==> src/rts_pkg.sv <==
package rts_pkg;
    // Input groups
    localparam int N_GTP = 30;
    localparam int N_FPS = 30;
    localparam int N_FPA = 15;
    localparam int N_HW = N_GTP + N_FPS + N_FPA;
    localparam int N_REQ = N_HW + 3;
    localparam int N_SSCLK = 4;
    localparam int N_LINK = 2;
    // Trigger word layout
    localparam int WORD_W = 16;
    localparam int TYPE_W = 8;
    localparam int SRC_W = 3;
    localparam int PS_W = 4;
    localparam int MARK_BIT = 15;
    localparam int SRC_LSB = 12;
    localparam int TYPE_LSB = 4;
    localparam logic [WORD_W-1:0] IDLE_WORD = 16'h0000;
    // Trigger source codes
    localparam logic [SRC_W-1:0] SRC_GTP = 3'h1;
    localparam logic [SRC_W-1:0] SRC_FPS = 3'h2;
    localparam logic [SRC_W-1:0] SRC_FPA = 3'h3;
    localparam logic [SRC_W-1:0] SRC_CAL = 3'h4;
    localparam logic [SRC_W-1:0] SRC_RND = 3'h5;
    localparam logic [SRC_W-1:0] SRC_PRE = 3'h6;
    // Timing
    localparam int CLK_PERIOD_NS = 20;
    localparam int SLOT_DIV = 4;
    localparam int ALIGN_NS = 4;
    localparam int SYNC_CYC_RAW = (ALIGN_NS + CLK_PERIOD_NS - 1) / CLK_PERIOD_NS;
    localparam int SYNC_CYC = (SYNC_CYC_RAW < 1) ? 1 : SYNC_CYC_RAW;
    localparam int FIFO_DEPTH = 8;
    // Counters and reset values
    localparam int CNT_W = 32;
    localparam int LAT_W = 16;
    localparam int PRE_W = 16;
    localparam logic [15:0] LFSR_SEED = 16'hACE1;
    localparam logic [15:0] LFSR_TAPS = 16'hB400;
endpackage

==> src/rts_stream_if.sv <==
`timescale 1ns/1ps
interface rts_stream_if #(parameter int W = 16);
    logic valid;
    logic ready;
    logic [W-1:0] data;
    modport producer(output valid, output data, input ready);
    modport consumer(input valid, input data, output ready);
endinterface

==> src/rts_fifo.sv <==
`timescale 1ns/1ps
module rts_fifo #(
    parameter int W = 16,
    parameter int D = 8
) (
    // Clock and reset
    input wire logic core_clk,
    input wire logic nrst,
    // Fill and drain sides
    rts_stream_if.consumer wr,
    rts_stream_if.producer rd
);
    localparam int AW = (D > 1) ? $clog2(D) : 1;
    localparam int CW = $clog2(D + 1);

    generate
        if (D < 2 || W < 1) begin : g_chk
            $error("rts_fifo needs D >= 2 and W >= 1");
        end
    endgenerate

    logic [W-1:0] mem_r [D];
    logic [AW-1:0] wp_r, wp_nxt, rp_r, rp_nxt;
    logic [CW-1:0] cnt_r, cnt_nxt;
    logic out_v_r, out_v_nxt;
    logic [W-1:0] out_d_r, out_d_nxt;
    logic do_wr, load;

    assign wr.ready = ((cnt_r + CW'(out_v_r)) != CW'(D));
    assign rd.valid = out_v_r;
    assign rd.data = out_d_r;

    always_comb begin
        do_wr = wr.valid & wr.ready;
        load = (cnt_r != '0) & (~out_v_r | rd.ready);
        wp_nxt = wp_r;
        rp_nxt = rp_r;
        if (do_wr) begin
            wp_nxt = (wp_r == AW'(D - 1)) ? '0 : wp_r + 1'b1;
        end
        if (load) begin
            rp_nxt = (rp_r == AW'(D - 1)) ? '0 : rp_r + 1'b1;
        end
        cnt_nxt = cnt_r + CW'(do_wr) - CW'(load);
        out_v_nxt = load ? 1'b1 : (rd.ready ? 1'b0 : out_v_r);
        out_d_nxt = load ? mem_r[rp_r] : out_d_r;
    end

    always_ff @(posedge core_clk) begin
        if (do_wr) begin
            mem_r[wp_r] <= wr.data;
        end
    end

    always_ff @(posedge core_clk or negedge nrst) begin
        if (!nrst) begin
            wp_r <= '0;
            rp_r <= '0;
            cnt_r <= '0;
            out_v_r <= 1'b0;
            out_d_r <= '0;
        end else begin
            wp_r <= wp_nxt;
            rp_r <= rp_nxt;
            cnt_r <= cnt_nxt;
            out_v_r <= out_v_nxt;
            out_d_r <= out_d_nxt;
        end
    end
endmodule

==> src/rts_top.sv <==
// Contract
// - Take thirty processor primitives plus two clocks
// - Take thirty panel sync, fifteen async inputs
// - Prescale each input before forming events
// - Generate calibration, random and preset-count triggers
// - Event word carries type and source fields
// - Busy or inhibit suppresses events, runs dead counter
// - One sixteen-bit word per quarter-rate slot
// - Select system clock source, oscillator or external
// - Sync pulse aligned to word slot boundary
// - Front-end busy stops readout triggers
// - Inhibit input blocks every acquisition trigger
// - Links send trigger, clock, sync; receive ack, busy
// - Fourth lane loops back, measures fibre latency
// - Optional backplane pulse mode output
// - Collided or blocked triggers are counted lost
`timescale 1ns/1ps
module rts_top (
    // Clock and reset
    input wire logic core_clk,
    input wire logic nrst,
    // Trigger inputs
    input wire logic [rts_pkg::N_GTP-1:0] gtp_trig,
    input wire logic [1:0] gtp_ssclk,
    input wire logic [rts_pkg::N_FPS-1:0] fp_sync_trig,
    input wire logic [1:0] fp_ssclk,
    input wire logic [rts_pkg::N_FPA-1:0] fp_async_trig,
    // Prescale factors per group
    input wire logic [rts_pkg::PS_W-1:0] ps_gtp,
    input wire logic [rts_pkg::PS_W-1:0] ps_fps,
    input wire logic [rts_pkg::PS_W-1:0] ps_fpa,
    // Internal trigger sources
    input wire logic cal_cmd,
    input wire logic random_en,
    input wire logic [7:0] random_thresh,
    input wire logic preset_en,
    input wire logic preset_start,
    input wire logic [rts_pkg::PRE_W-1:0] preset_num,
    // Front-end status
    input wire logic fe_busy,
    input wire logic inhibit,
    input wire logic [rts_pkg::N_LINK-1:0] link_busy,
    input wire logic [rts_pkg::N_LINK-1:0] link_ack,
    // Clock select, sync and pulse mode
    input wire logic ext_clk_sel,
    output logic clk_sel,
    input wire logic sync_req,
    output logic sync_out,
    input wire logic pulse_mode,
    output logic bp_trig_pulse,
    // Serial trigger word stream
    input wire logic ser_hold,
    output logic [3:0] ser_data,
    output logic ser_frame,
    // Direct optical links
    output logic [rts_pkg::N_LINK-1:0] link_tx_trig,
    output logic [rts_pkg::N_LINK-1:0] link_tx_clk,
    output logic [rts_pkg::N_LINK-1:0] link_tx_sync,
    output logic [rts_pkg::N_LINK-1:0] ack_seen,
    // Latency lane
    input wire logic lat_start,
    output logic lat_tx,
    input wire logic lat_rx,
    output logic [rts_pkg::LAT_W-1:0] lat_value,
    output logic lat_valid,
    // Status and counters
    output logic [rts_pkg::N_SSCLK-1:0] ssclk_act,
    output logic [rts_pkg::CNT_W-1:0] dead_cnt,
    output logic [rts_pkg::CNT_W-1:0] lost_cnt,
    output logic [rts_pkg::CNT_W-1:0] event_cnt,
    output logic lost_pulse
);
    localparam int NH = rts_pkg::N_HW;
    localparam int NR = rts_pkg::N_REQ;
    localparam int NS = 2 + rts_pkg::N_LINK * 2 + 1 + rts_pkg::N_SSCLK;

    typedef enum logic [1:0] {LAT_IDLE, LAT_WAIT, LAT_DONE} rts_lat_t;

    function automatic logic [7:0] rts_first(input logic [NR-1:0] v);
        logic [7:0] idx;
        idx = '0;
        for (int i = NR - 1; i >= 0; i--) begin
            if (v[i]) begin
                idx = 8'(i);
            end
        end
        return idx;
    endfunction

    function automatic logic rts_multi(input logic [NR-1:0] v);
        return |(v & (v - 1'b1));
    endfunction

    // Pin synchronisers and edge delay
    logic [NH-1:0] hw_s1_r, hw_s2_r, hw_d_r;
    logic [NS-1:0] st_s1_r, st_s2_r, st_d_r;
    logic busy_s, inh_s, lat_rx_s;
    always_ff @(posedge core_clk or negedge nrst) begin
        if (!nrst) begin
            hw_s1_r <= '0;
            hw_s2_r <= '0;
            hw_d_r <= '0;
            st_s1_r <= '0;
            st_s2_r <= '0;
            st_d_r <= '0;
        end else begin
            hw_s1_r <= {fp_async_trig, fp_sync_trig, gtp_trig};
            hw_s2_r <= hw_s1_r;
            hw_d_r <= hw_s2_r;
            st_s1_r <= {fp_ssclk, gtp_ssclk, lat_rx, link_ack, link_busy, inhibit, fe_busy};
            st_s2_r <= st_s1_r;
            st_d_r <= st_s2_r;
        end
    end
    assign busy_s = st_s2_r[0] | (|st_s2_r[2 +: rts_pkg::N_LINK]);
    assign inh_s = st_s2_r[1];
    assign lat_rx_s = st_s2_r[2 + 2 * rts_pkg::N_LINK];

    // Per-input prescalers
    logic [NH-1:0] hw_hit;
    genvar g;
    generate
        for (g = 0; g < NH; g++) begin : g_ps
            logic [rts_pkg::PS_W-1:0] cnt_r, cnt_nxt, fac;
            logic edge_det;
            always_comb begin
                fac = (g < rts_pkg::N_GTP) ? ps_gtp : ((g < rts_pkg::N_GTP + rts_pkg::N_FPS) ? ps_fps : ps_fpa);
                edge_det = hw_s2_r[g] & ~hw_d_r[g];
                hw_hit[g] = edge_det & (cnt_r == fac);
                cnt_nxt = cnt_r;
                if (edge_det) begin
                    cnt_nxt = (cnt_r == fac) ? '0 : cnt_r + 1'b1;
                end
            end
            always_ff @(posedge core_clk or negedge nrst) begin
                if (!nrst) begin
                    cnt_r <= '0;
                end else begin
                    cnt_r <= cnt_nxt;
                end
            end
        end
    endgenerate

    // Word slot divider and internal sources
    logic [1:0] div_r, div_nxt;
    logic slot_en, suppress, rnd_req, pre_req, cal_req, clk_tog_r, clk_tog_nxt;
    logic [15:0] lfsr_r, lfsr_nxt;
    logic [rts_pkg::PRE_W-1:0] pre_left_r, pre_left_nxt;
    assign slot_en = (div_r == 2'(rts_pkg::SLOT_DIV - 1));
    assign suppress = busy_s | inh_s;
    assign cal_req = cal_cmd;
    assign rnd_req = random_en & slot_en & (lfsr_r[7:0] < random_thresh);
    assign pre_req = preset_en & slot_en & (pre_left_r != '0);
    always_comb begin
        div_nxt = slot_en ? '0 : div_r + 1'b1;
        clk_tog_nxt = slot_en ? ~clk_tog_r : clk_tog_r;
        lfsr_nxt = lfsr_r[0] ? ((lfsr_r >> 1) ^ rts_pkg::LFSR_TAPS) : (lfsr_r >> 1);
        pre_left_nxt = pre_left_r;
        if (preset_start) begin
            pre_left_nxt = preset_num;
        end else if (pre_req) begin
            pre_left_nxt = pre_left_r - 1'b1;
        end
    end
    always_ff @(posedge core_clk or negedge nrst) begin
        if (!nrst) begin
            div_r <= '0;
            clk_tog_r <= 1'b0;
            lfsr_r <= rts_pkg::LFSR_SEED;
            pre_left_r <= '0;
        end else begin
            div_r <= div_nxt;
            clk_tog_r <= clk_tog_nxt;
            lfsr_r <= lfsr_nxt;
            pre_left_r <= pre_left_nxt;
        end
    end

    // Slot accumulation and event decision
    rts_stream_if #(.W(rts_pkg::WORD_W)) wr_if();
    rts_stream_if #(.W(rts_pkg::WORD_W)) rd_if();
    logic [NR-1:0] req_vec;
    logic [7:0] cyc_idx;
    logic pend_r, pend_nxt, multi_r, multi_nxt, fin_pend, fin_multi, push, lost;
    logic [7:0] idx_r, idx_nxt, fin_idx;
    logic [1:0] ph_r, ph_nxt, fin_ph;
    logic [rts_pkg::SRC_W-1:0] fin_src;
    logic [rts_pkg::CNT_W-1:0] dead_r, dead_nxt, lost_r, lost_nxt, ev_r, ev_nxt;
    logic lost_p_r, bp_r, ev_p_r;
    assign req_vec = {pre_req, rnd_req, cal_req, hw_hit};
    assign cyc_idx = rts_first(req_vec);
    always_comb begin
        fin_pend = pend_r | (|req_vec);
        fin_multi = multi_r | rts_multi(req_vec) | (pend_r & (|req_vec));
        fin_idx = pend_r ? idx_r : cyc_idx;
        fin_ph = pend_r ? ph_r : div_r;
        if (fin_idx < 8'(rts_pkg::N_GTP)) begin
            fin_src = rts_pkg::SRC_GTP;
        end else if (fin_idx < 8'(rts_pkg::N_GTP + rts_pkg::N_FPS)) begin
            fin_src = rts_pkg::SRC_FPS;
        end else if (fin_idx < 8'(NH)) begin
            fin_src = rts_pkg::SRC_FPA;
        end else if (fin_idx == 8'(NH)) begin
            fin_src = rts_pkg::SRC_CAL;
        end else if (fin_idx == 8'(NH + 1)) begin
            fin_src = rts_pkg::SRC_RND;
        end else begin
            fin_src = rts_pkg::SRC_PRE;
        end
        push = slot_en & fin_pend & ~suppress & wr_if.ready;
        lost = slot_en & fin_pend & (suppress | ~wr_if.ready | fin_multi);
        wr_if.valid = push;
        wr_if.data = {1'b1, fin_src, fin_idx + 8'h01, 2'b00, fin_ph};
        pend_nxt = slot_en ? 1'b0 : fin_pend;
        multi_nxt = slot_en ? 1'b0 : fin_multi;
        idx_nxt = slot_en ? '0 : fin_idx;
        ph_nxt = slot_en ? '0 : fin_ph;
        dead_nxt = (slot_en & suppress) ? dead_r + 1'b1 : dead_r;
        lost_nxt = lost ? lost_r + 1'b1 : lost_r;
        ev_nxt = push ? ev_r + 1'b1 : ev_r;
    end
    always_ff @(posedge core_clk or negedge nrst) begin
        if (!nrst) begin
            pend_r <= 1'b0;
            multi_r <= 1'b0;
            idx_r <= '0;
            ph_r <= '0;
            dead_r <= '0;
            lost_r <= '0;
            ev_r <= '0;
            lost_p_r <= 1'b0;
            bp_r <= 1'b0;
            ev_p_r <= 1'b0;
        end else begin
            pend_r <= pend_nxt;
            multi_r <= multi_nxt;
            idx_r <= idx_nxt;
            ph_r <= ph_nxt;
            dead_r <= dead_nxt;
            lost_r <= lost_nxt;
            ev_r <= ev_nxt;
            lost_p_r <= lost;
            bp_r <= push & pulse_mode;
            ev_p_r <= push;
        end
    end

    rts_fifo #(.W(rts_pkg::WORD_W), .D(rts_pkg::FIFO_DEPTH)) u_fifo (
        .core_clk(core_clk),
        .nrst(nrst),
        .wr(wr_if),
        .rd(rd_if)
    );

    // Serializer: one word per slot, four bits per cycle
    logic [rts_pkg::WORD_W-1:0] sh_r, sh_nxt;
    logic frame_r, frame_nxt;
    logic [3:0] sd_r, sd_nxt;
    always_comb begin
        rd_if.ready = slot_en & ~ser_hold;
        frame_nxt = slot_en;
        if (slot_en) begin
            sh_nxt = (rd_if.valid & ~ser_hold) ? rd_if.data : rts_pkg::IDLE_WORD;
        end else begin
            sh_nxt = {sh_r[11:0], 4'h0};
        end
        sd_nxt = sh_nxt[15:12];
    end
    always_ff @(posedge core_clk or negedge nrst) begin
        if (!nrst) begin
            sh_r <= rts_pkg::IDLE_WORD;
            frame_r <= 1'b0;
            sd_r <= '0;
        end else begin
            sh_r <= sh_nxt;
            frame_r <= frame_nxt;
            sd_r <= sd_nxt;
        end
    end

    // Sync, clock select and link status
    logic sync_pend_r, sync_pend_nxt, sync_r, sync_nxt, clk_sel_r;
    logic [rts_pkg::N_LINK-1:0] ack_r;
    logic [rts_pkg::N_SSCLK-1:0] ss_r;
    always_comb begin
        sync_nxt = sync_pend_r & slot_en;
        sync_pend_nxt = sync_req | (sync_pend_r & ~slot_en);
    end
    always_ff @(posedge core_clk or negedge nrst) begin
        if (!nrst) begin
            sync_pend_r <= 1'b0;
            sync_r <= 1'b0;
            clk_sel_r <= 1'b0;
            ack_r <= '0;
            ss_r <= '0;
        end else begin
            sync_pend_r <= sync_pend_nxt;
            sync_r <= sync_nxt;
            clk_sel_r <= ext_clk_sel;
            ack_r <= st_s2_r[2 + rts_pkg::N_LINK +: rts_pkg::N_LINK] & ~st_d_r[2 + rts_pkg::N_LINK +: rts_pkg::N_LINK];
            ss_r <= st_s2_r[NS-1 -: rts_pkg::N_SSCLK] ^ st_d_r[NS-1 -: rts_pkg::N_SSCLK];
        end
    end

    // Fibre latency measurement on the fourth lane
    rts_lat_t lat_st_r, lat_st_nxt;
    logic [rts_pkg::LAT_W-1:0] lat_cnt_r, lat_cnt_nxt;
    logic lat_tx_r, lat_tx_nxt, lat_rx_rise;
    assign lat_rx_rise = lat_rx_s & ~st_d_r[2 + 2 * rts_pkg::N_LINK];
    always_comb begin
        lat_st_nxt = lat_st_r;
        lat_cnt_nxt = lat_cnt_r;
        lat_tx_nxt = 1'b0;
        case (lat_st_r)
            LAT_IDLE, LAT_DONE: begin
                if (lat_start) begin
                    lat_st_nxt = LAT_WAIT;
                    lat_cnt_nxt = '0;
                    lat_tx_nxt = 1'b1;
                end
            end
            LAT_WAIT: begin
                if (lat_rx_rise || (&lat_cnt_r)) begin
                    lat_st_nxt = LAT_DONE;
                end else begin
                    lat_cnt_nxt = lat_cnt_r + 1'b1;
                end
            end
            default: begin
                lat_st_nxt = LAT_IDLE;
            end
        endcase
    end
    always_ff @(posedge core_clk or negedge nrst) begin
        if (!nrst) begin
            lat_st_r <= LAT_IDLE;
            lat_cnt_r <= '0;
            lat_tx_r <= 1'b0;
        end else begin
            lat_st_r <= lat_st_nxt;
            lat_cnt_r <= lat_cnt_nxt;
            lat_tx_r <= lat_tx_nxt;
        end
    end

    // Outputs
    assign clk_sel = clk_sel_r;
    assign sync_out = sync_r;
    assign bp_trig_pulse = bp_r;
    assign ser_data = sd_r;
    assign ser_frame = frame_r;
    assign link_tx_trig = {rts_pkg::N_LINK{ev_p_r}};
    assign link_tx_clk = {rts_pkg::N_LINK{clk_tog_r}};
    assign link_tx_sync = {rts_pkg::N_LINK{sync_r}};
    assign ack_seen = ack_r;
    assign lat_tx = lat_tx_r;
    assign lat_value = lat_cnt_r;
    assign lat_valid = (lat_st_r == LAT_DONE);
    assign ssclk_act = ss_r;
    assign dead_cnt = dead_r;
    assign lost_cnt = lost_r;
    assign event_cnt = ev_r;
    assign lost_pulse = lost_p_r;
endmodule

==> config.mk <==
export PLATFORM = sky130hd
export DESIGN_NAME = rts_top
export DESIGN_NICKNAME = d
export VERILOG_FILES = /design/src/rts_pkg.sv /design/src/rts_stream_if.sv /design/src/rts_fifo.sv /design/src/rts_top.sv
export SDC_FILE = /design/constraint.sdc
export NUM_CORES = 2
export LEC_CHECK = 0
export BUFFER_PORTS_ARGS = -buffer_cell sky130_fd_sc_hd__buf_2
export CORE_ASPECT_RATIO = 1.25
export CORE_MARGIN = 1.5
export CORE_UTILIZATION = 40
export CTS_BUF_LIST = sky130_fd_sc_hd__clkbuf_4 sky130_fd_sc_hd__clkbuf_8
export DETAILED_ROUTE_END_ITERATION = 12
export SYNTH_ARGS = -nofsm -noshare
export SYNTH_HDL_FRONTEND = slang
export SYNTH_SLANG_ARGS = --single-unit
==> constraint.sdc <==
create_clock -name core_clk -period 4.2 [get_ports core_clk]
set_input_delay 1.05 -clock core_clk [delete_from_list [all_inputs] [get_ports core_clk]]
set_output_delay 1.05 -clock core_clk [all_outputs]
set_load 0.01 [all_outputs]
* After elaboration in Yosys (flattened, before gate mapping) *
Memory sizes are Yosys's and may differ from the RTL's. A register that Yosys moved wholly into a read port is not among the register bits.
Index checks and enable logic that the tools add are counted.

word-level totals
  register bits after elaboration = 776
  bits in writable memories = 104
  bits of input ports = 133
  output and inout bits = 135
  word-level logic and storage cells = 753
  memories = 1

memories
  name          words  width  read ports  clocked after Yosys merged registers in  write ports  line            text
  u_fifo.mem_r  8      13     1           1                                        1            rts_fifo.sv:22  logic [W-1:0] mem_r [D];

operators by class
  add/subtract/negate cells = 88
  $lt $le $gt $ge = 4
  eq/ne operators = 86
  muxes and demuxes = 184
  bitwise logic cells = 264
  reductions and logical operators = 15

operators by type and width
  kind                     count
  $mux W8                  79
  $add A4 B1 Y4 const B    75
  $eq A4 B4 Y1             75
  $mux W4                  75
  $and A1 B1 Y1            168
  $reduce_or A78 Y1        2
  $mux W16                 7
  $add A32 B1 Y32 const B  3
  $not A1 Y1               82
  $and A78 B78 Y78         1
  $sub A78 B1 Y78 const B  1
  $pmux W16 S2             1
  $add A16 B1 Y16 const B  1
  $eq A8 B7 Y1 const B     2
  $reduce_and A16 Y1       1
  $reduce_bool A16 Y1      1
  $sub A16 B1 Y16 const B  1
  $mux W3                  5
  $mux W2                  7
  $or A1 B1 Y1             9
  $add A4 B1 Y4            2
  $add A8 B1 Y8 const B    1
  $lt A8 B5 Y1 const B     1
  $lt A8 B6 Y1 const B     1
  other kinds (25)         40

* Longest topological paths before layout *
  depth in word-level cells = 88
  mapped depth = 19
  mapped depth without buffers = 18

* Cells and area by module *
From an unflattened synthesis, not the netlist that was laid out.

unflattened totals
  cells, all modules = 3793
  area, all modules = 41452.3 µm²

by module, submodules not included
  module    instances  cells each  area each (µm²)  seq. area each (µm²)
  rts_top   1          3414        35178.7          18652.9
  rts_fifo  1          379         6273.5           4519.3

* Worst setup path after synthesis *
Ideal clock, no wire load.

  kind = input to register
  from = in ps_gtp[1] in the netlist's numbering
  to = mem u_fifo.mem_r[2][0] in the netlist's numbering, enable pin
  setup time = 0.422 ns
  arrival = 5.136 ns
  data required time = 3.778 ns
  setup slack = -1.358 ns
  cell stages on the path = 15
  buffers on the path = 5
  path through = buf_4 > buf_6 > buf_6 > xor2_1 > nor4_1 > a22oi_1 > nand4b_1 > nor4_4 > nand4_1 > nor2_1 > a21oi_1 > nand2b_1 > clkbuf_1 > clkbuf_1 > nor4b_1

between the ends
  word-level cells in the longest chain between the ends = 10
  elaborated cells on any way between the ends = 68
  those cells by class = 30 x eq/ne; 2 x mux; 35 x bitwise; 1 x reduce/logical

ends and longest elaborated chain
  element                            line            text
  from (decl)                        rts_top.sv:29   input wire logic [rts_pkg::PS_W-1:0] ps_gtp,
  $eq A4 B4 Y1                       rts_top.sv:129  hw_hit[g] = edge_det & (cnt_r == fac);
  $and A1 B1 Y1                      rts_top.sv:129
  $reduce_or A78 Y1 (*)              rts_top.sv:194  fin_pend = pend_r | (|req_vec);
  $or A1 B1 Y1 (*)                   rts_top.sv:194
  $and A1 B1 Y1 (*) (3 in a row)     rts_top.sv:211  push = slot_en & fin_pend & ~suppress & wr_if.ready;
  $and A1 B1 Y1 (*)                  rts_fifo.sv:34  do_wr = wr.valid & wr.ready;
  $mux W1 (*)                        rts_fifo.sv:50  if (do_wr) begin
  $mux W1 (not written as such) (*)  rts_fifo.sv:51  mem_r[wp_r] <= wr.data;
  to (decl)                          rts_fifo.sv:22

Every way passes the cells marked *; elsewhere a longest branch is shown, timed or not.

* Final worst setup path *
  from = in ps_gtp[3] in the netlist's numbering
  to = reg lost_r, in the netlist lost_cnt[31]

between the ends
  word-level cells in the longest chain between the ends = 9
  elaborated cells on any way between the ends = 71
  those cells by class = 1 x add/sub; 30 x eq/ne; 38 x bitwise; 2 x reduce/logical

ends and longest elaborated chain
  element                    line            text
  $eq A4 B4 Y1               rts_top.sv:129
  $and A1 B1 Y1              rts_top.sv:129
  $sub A78 B1 Y78            rts_top.sv:91   return |(v & (v - 1'b1));
  $and A78 B78 Y78           rts_top.sv:91
  $reduce_or A78 Y1          rts_top.sv:91
  $or A1 B1 Y1 (2 in a row)  rts_top.sv:195  fin_multi = multi_r | rts_multi(req_vec) | (pend_r & (|req_vec));
  $or A1 B1 Y1               rts_top.sv:212  lost = slot_en & fin_pend & (suppress | ~wr_if.ready | fin_multi);
  $and A1 B1 Y1 (*)          rts_top.sv:212
  to (signal assigned)       rts_top.sv:241  lost_r <= lost_nxt;
  to (decl)                  rts_top.sv:189  logic [rts_pkg::CNT_W-1:0] dead_r, dead_nxt, lost_r, lost_nxt, ev_r, ev_nxt;

Marked as above.
A chain may end at the register's enable or synchronous reset.

==> metrics.txt <==
outcome finished clean; Cell Int Power 18.3 mW; routed vias/inst 5.12; initial antenna violation count 8; most frequent cells in the layout 759 x dfrtp_1, 543 x nand2_1, 393 x buf_4, 344 x xor2_1, 332 x o21ai_0; Netlist cell types 74; critical path type in -> reg; Tmin final 4130 ps; CTS root buf clkbuf_8; Yosys reg bits 872; first-iteration detailed-routing DRC count 1367; CTS sink cnt 872; arrival time worst endpoint 4900 ps; Die H 357 um; top cells by area, synth dfrtp_1 47%, edfxtp_1 7.8%, xor2_1 7.6%; Routed Antenna Nets 0; first-pass GRT wire length 161000 um; EDFF count, synth 104; CTS max path bufs 3; CP Max Fanout 15; mean routed wirelength per cell 16.9 um; Final Util 0.509; Setup TNS 0 ps; Num CTS Buffers 147; final setup violation count 0; Initial Util 0.405; Final Cell Area 50500 sq um; Cells after Synth 3686; Avg Cell Area, Syn 10.9 sq um; # port buffers 267; share of layout cells above drive strength 1 0.264; final std cells w/o fill 5885; Fmax 242 MHz; DIE AREA 102000 sq um; Slew headroom 0.230; CP max-delay cell or4_4; Sw Ratio 0.329; final wirelength 99400 um; CP delay by family, top simple AND/OR/NAND/NOR gates; Detailed Routing Iterations Pass 1 5; VDD IR max 0.352 mV; cts hold-fix bufs 0; vias after detailed routing 30100; commonest non-fill, non-tap cell in the layout dfrtp_1; PD cells 540 nW/um^2; post-synthesis async set-or-reset flop share 0.881; Post-Syn Area 40200 sq um; placed cells 5599; max_cap viols 0; CP most frequent cell buf_4; layout filler cell count 8961; leading area contributor after synthesis dfrtp_1; Crit. End Element flop; area of the core 99300 sq um; area grow syn2layout 25.6%; Critical Path Start Type input port; largest net degree at the start of global routing 90; Hold Fails Final Rpt 0; Critical Path RT 4970 ps; CP Buf/Inv Count 9; HP Class in -> async; clk slew on worst S/H paths 70 ps; Residual DRC 0; Pins Over Slew Limit 0; clock insertion delay at the later pin of the skew report 860 ps; Psw 8.98 mW; Synth Flop Type dfrtp_1; sequential area share after synthesis 0.556; LEAKAGE 22.6 nW; GRT overflow 0; worst path cell trace buf_2, buf_12, buf_4, xor2_2, nor4_2, a22o_1, or4_4, buf_6, nor4b_4, buf_6, buf_4, and2_4, nand4_1, a2111o_1, nor4_2, buf_4, nand3_2, buf_4, clkbuf_16, nand4_1, xnor2_1; Setup Skew 46.2 ps; Slew @ Worst Pin 1150 ps; Rows 129; Flop pwr share 0.431; Global Route Usage Sum 0.197; nets 4691; post-synth top area share 0.473; Comb pwr share 0.266; Final Cycle Share 0.982; top-level I/O count 268; Synth warnings 0; Fin Hold WS 274 ps; vias in the first global route 30400; Chip Width 287 um; # H-tree levels 4; DPL Wire Length 71700 um; GPL Wtd Cong 0.874; CTS tree done; largest stage delay on the critical path 520 ps; clock power share 0.303; DP Area 47000 sq um; Mapped Nets 3922
## flip-flops by register name, indices dropped and copies added, names as in the netlist, 8 cells and up
signal and count:
sh_r 10, lat_value 16, g_ps.cnt_r 300, hw_s1_r 75, lost_cnt 32, u_fifo.rd.data 14, lfsr_r 16, st_s2_r 11
st_s1_r 11, pre_left_r 16, hw_d_r 75, u_fifo.mem_r 104, event_cnt 32, dead_cnt 32, idx_r 8, hw_s2_r 75
## power by group through the flow
stage	registers, mW	clock network [mW]	logic [mW]
6_report	11.8	8.26	7.27
5_1_grt	12.0	8.94	8.17
3_5_place_dp	11.9	0	7.18
3_3_place_gp	11.9	0	7.01
2_1_floorplan	11.4	0	4.74
4_1_cts	11.8	8.55	7.22
## synth_stat cells (6+ instances only)
| master | count |
|---|---|
| dfrtp_1 | 760 |
| nand2_1 | 546 |
| xor2_1 | 350 |
| o21ai_0 | 335 |
| nor2_1 | 182 |
| nand3_1 | 124 |
| a21oi_1 | 120 |
| edfxtp_1 | 104 |
| ha_1 | 102 |
| xnor2_1 | 102 |
| nor3_1 | 97 |
| nor4_1 | 92 |
| nor2b_1 | 83 |
| nand2b_1 | 80 |
| mux2_2 | 74 |
| nand4_1 | 65 |
| inv_1 | 52 |
| a22oi_1 | 37 |
| and2_1 | 35 |
| clkbuf_1 | 34 |
| and3_1 | 28 |
| mux4_2 | 26 |
| and4_1 | 20 |
| a22o_1 | 17 |
| buf_4 | 17 |
| a21o_1 | 15 |
| buf_6 | 15 |
| a31oi_1 | 14 |
| mux2i_1 | 14 |
| buf_2 | 10 |
| nor3b_1 | 9 |
| dfstp_2 | 8 |
| nor4b_1 | 8 |
| a211oi_1 | 6 |
| a41oi_1 | 6 |
| o2111ai_1 | 6 |
## stage by stage
stage | power (mW) | setup slack [ps]
after detailed placement | 19.1 | -854
after global routing | 29.1 | -8.47
final | 27.3 | 73.9
after floorplan | 16.2 | -454
after global placement | 18.9 | -807
after CTS | 27.5 | 65.8
## path summary, 6_finish.rpt
kind,startpoint,to,slack (ps),depth (start not counted)
min in group core_clk,fp_sync_trig[21],hw_s1_r[51],300,1
max in group asynchronous,nrst,g_ps[69].cnt_r[0],2940,2
max reg2reg,g_ps[2].cnt_r[0],lost_cnt[31],170,18
max,ps_gtp[3],lost_cnt[31],70,21
min,nrst,g_ps[29].cnt_r[3],270,1
min reg2reg,hw_s1_r[63],hw_s2_r[63],340,0
## cells by family after synthesis
group	synth area share
and+or+nand+nor	0.168
muxes	0.0391
buffers and inverters	0.0174
DFF	0.556
adders and majority gates	0.0322
xor gates and xnor gates	0.0985
AOI/OAI and AO/OA	0.0889
## metal layers
| metal | wire [um] | global-route usage | share of wire |
|---|---|---|---|
| met5 | 59 | 0 | 0.00059 |
| met4 | 3290 | 0.0812 | 0.033 |
| met2 | 48800 | 0.331 | 0.49 |
| met3 | 4900 | 0.0455 | 0.049 |
| met1 | 42300 | 0.244 | 0.43 |
## cell type report
type | count | area [sq um] | share of cell area
Clock inverter | 43 | 435 | 0.00862
Tap cell | 1310 | 1640 | 0.0324
Multi-Input combinational cell | 2679 | 18000 | 0.355
Inverter | 53 | 211 | 0.00419
Sequential cell | 872 | 22400 | 0.443
Timing Repair Buffer | 702 | 5120 | 0.101
Antenna cell | 3 | 7.51 | 0.000149
Clock buffer | 223 | 2800 | 0.0554
## what timing repair did
item	in CTS	in global routing
setup buffers	0	16
pin swaps	0	11
setup endpoints to repair	8	122
resized for setup	1	26
gates cloned	0	1
Note: power is estimated with default switching activity, not from simulation.
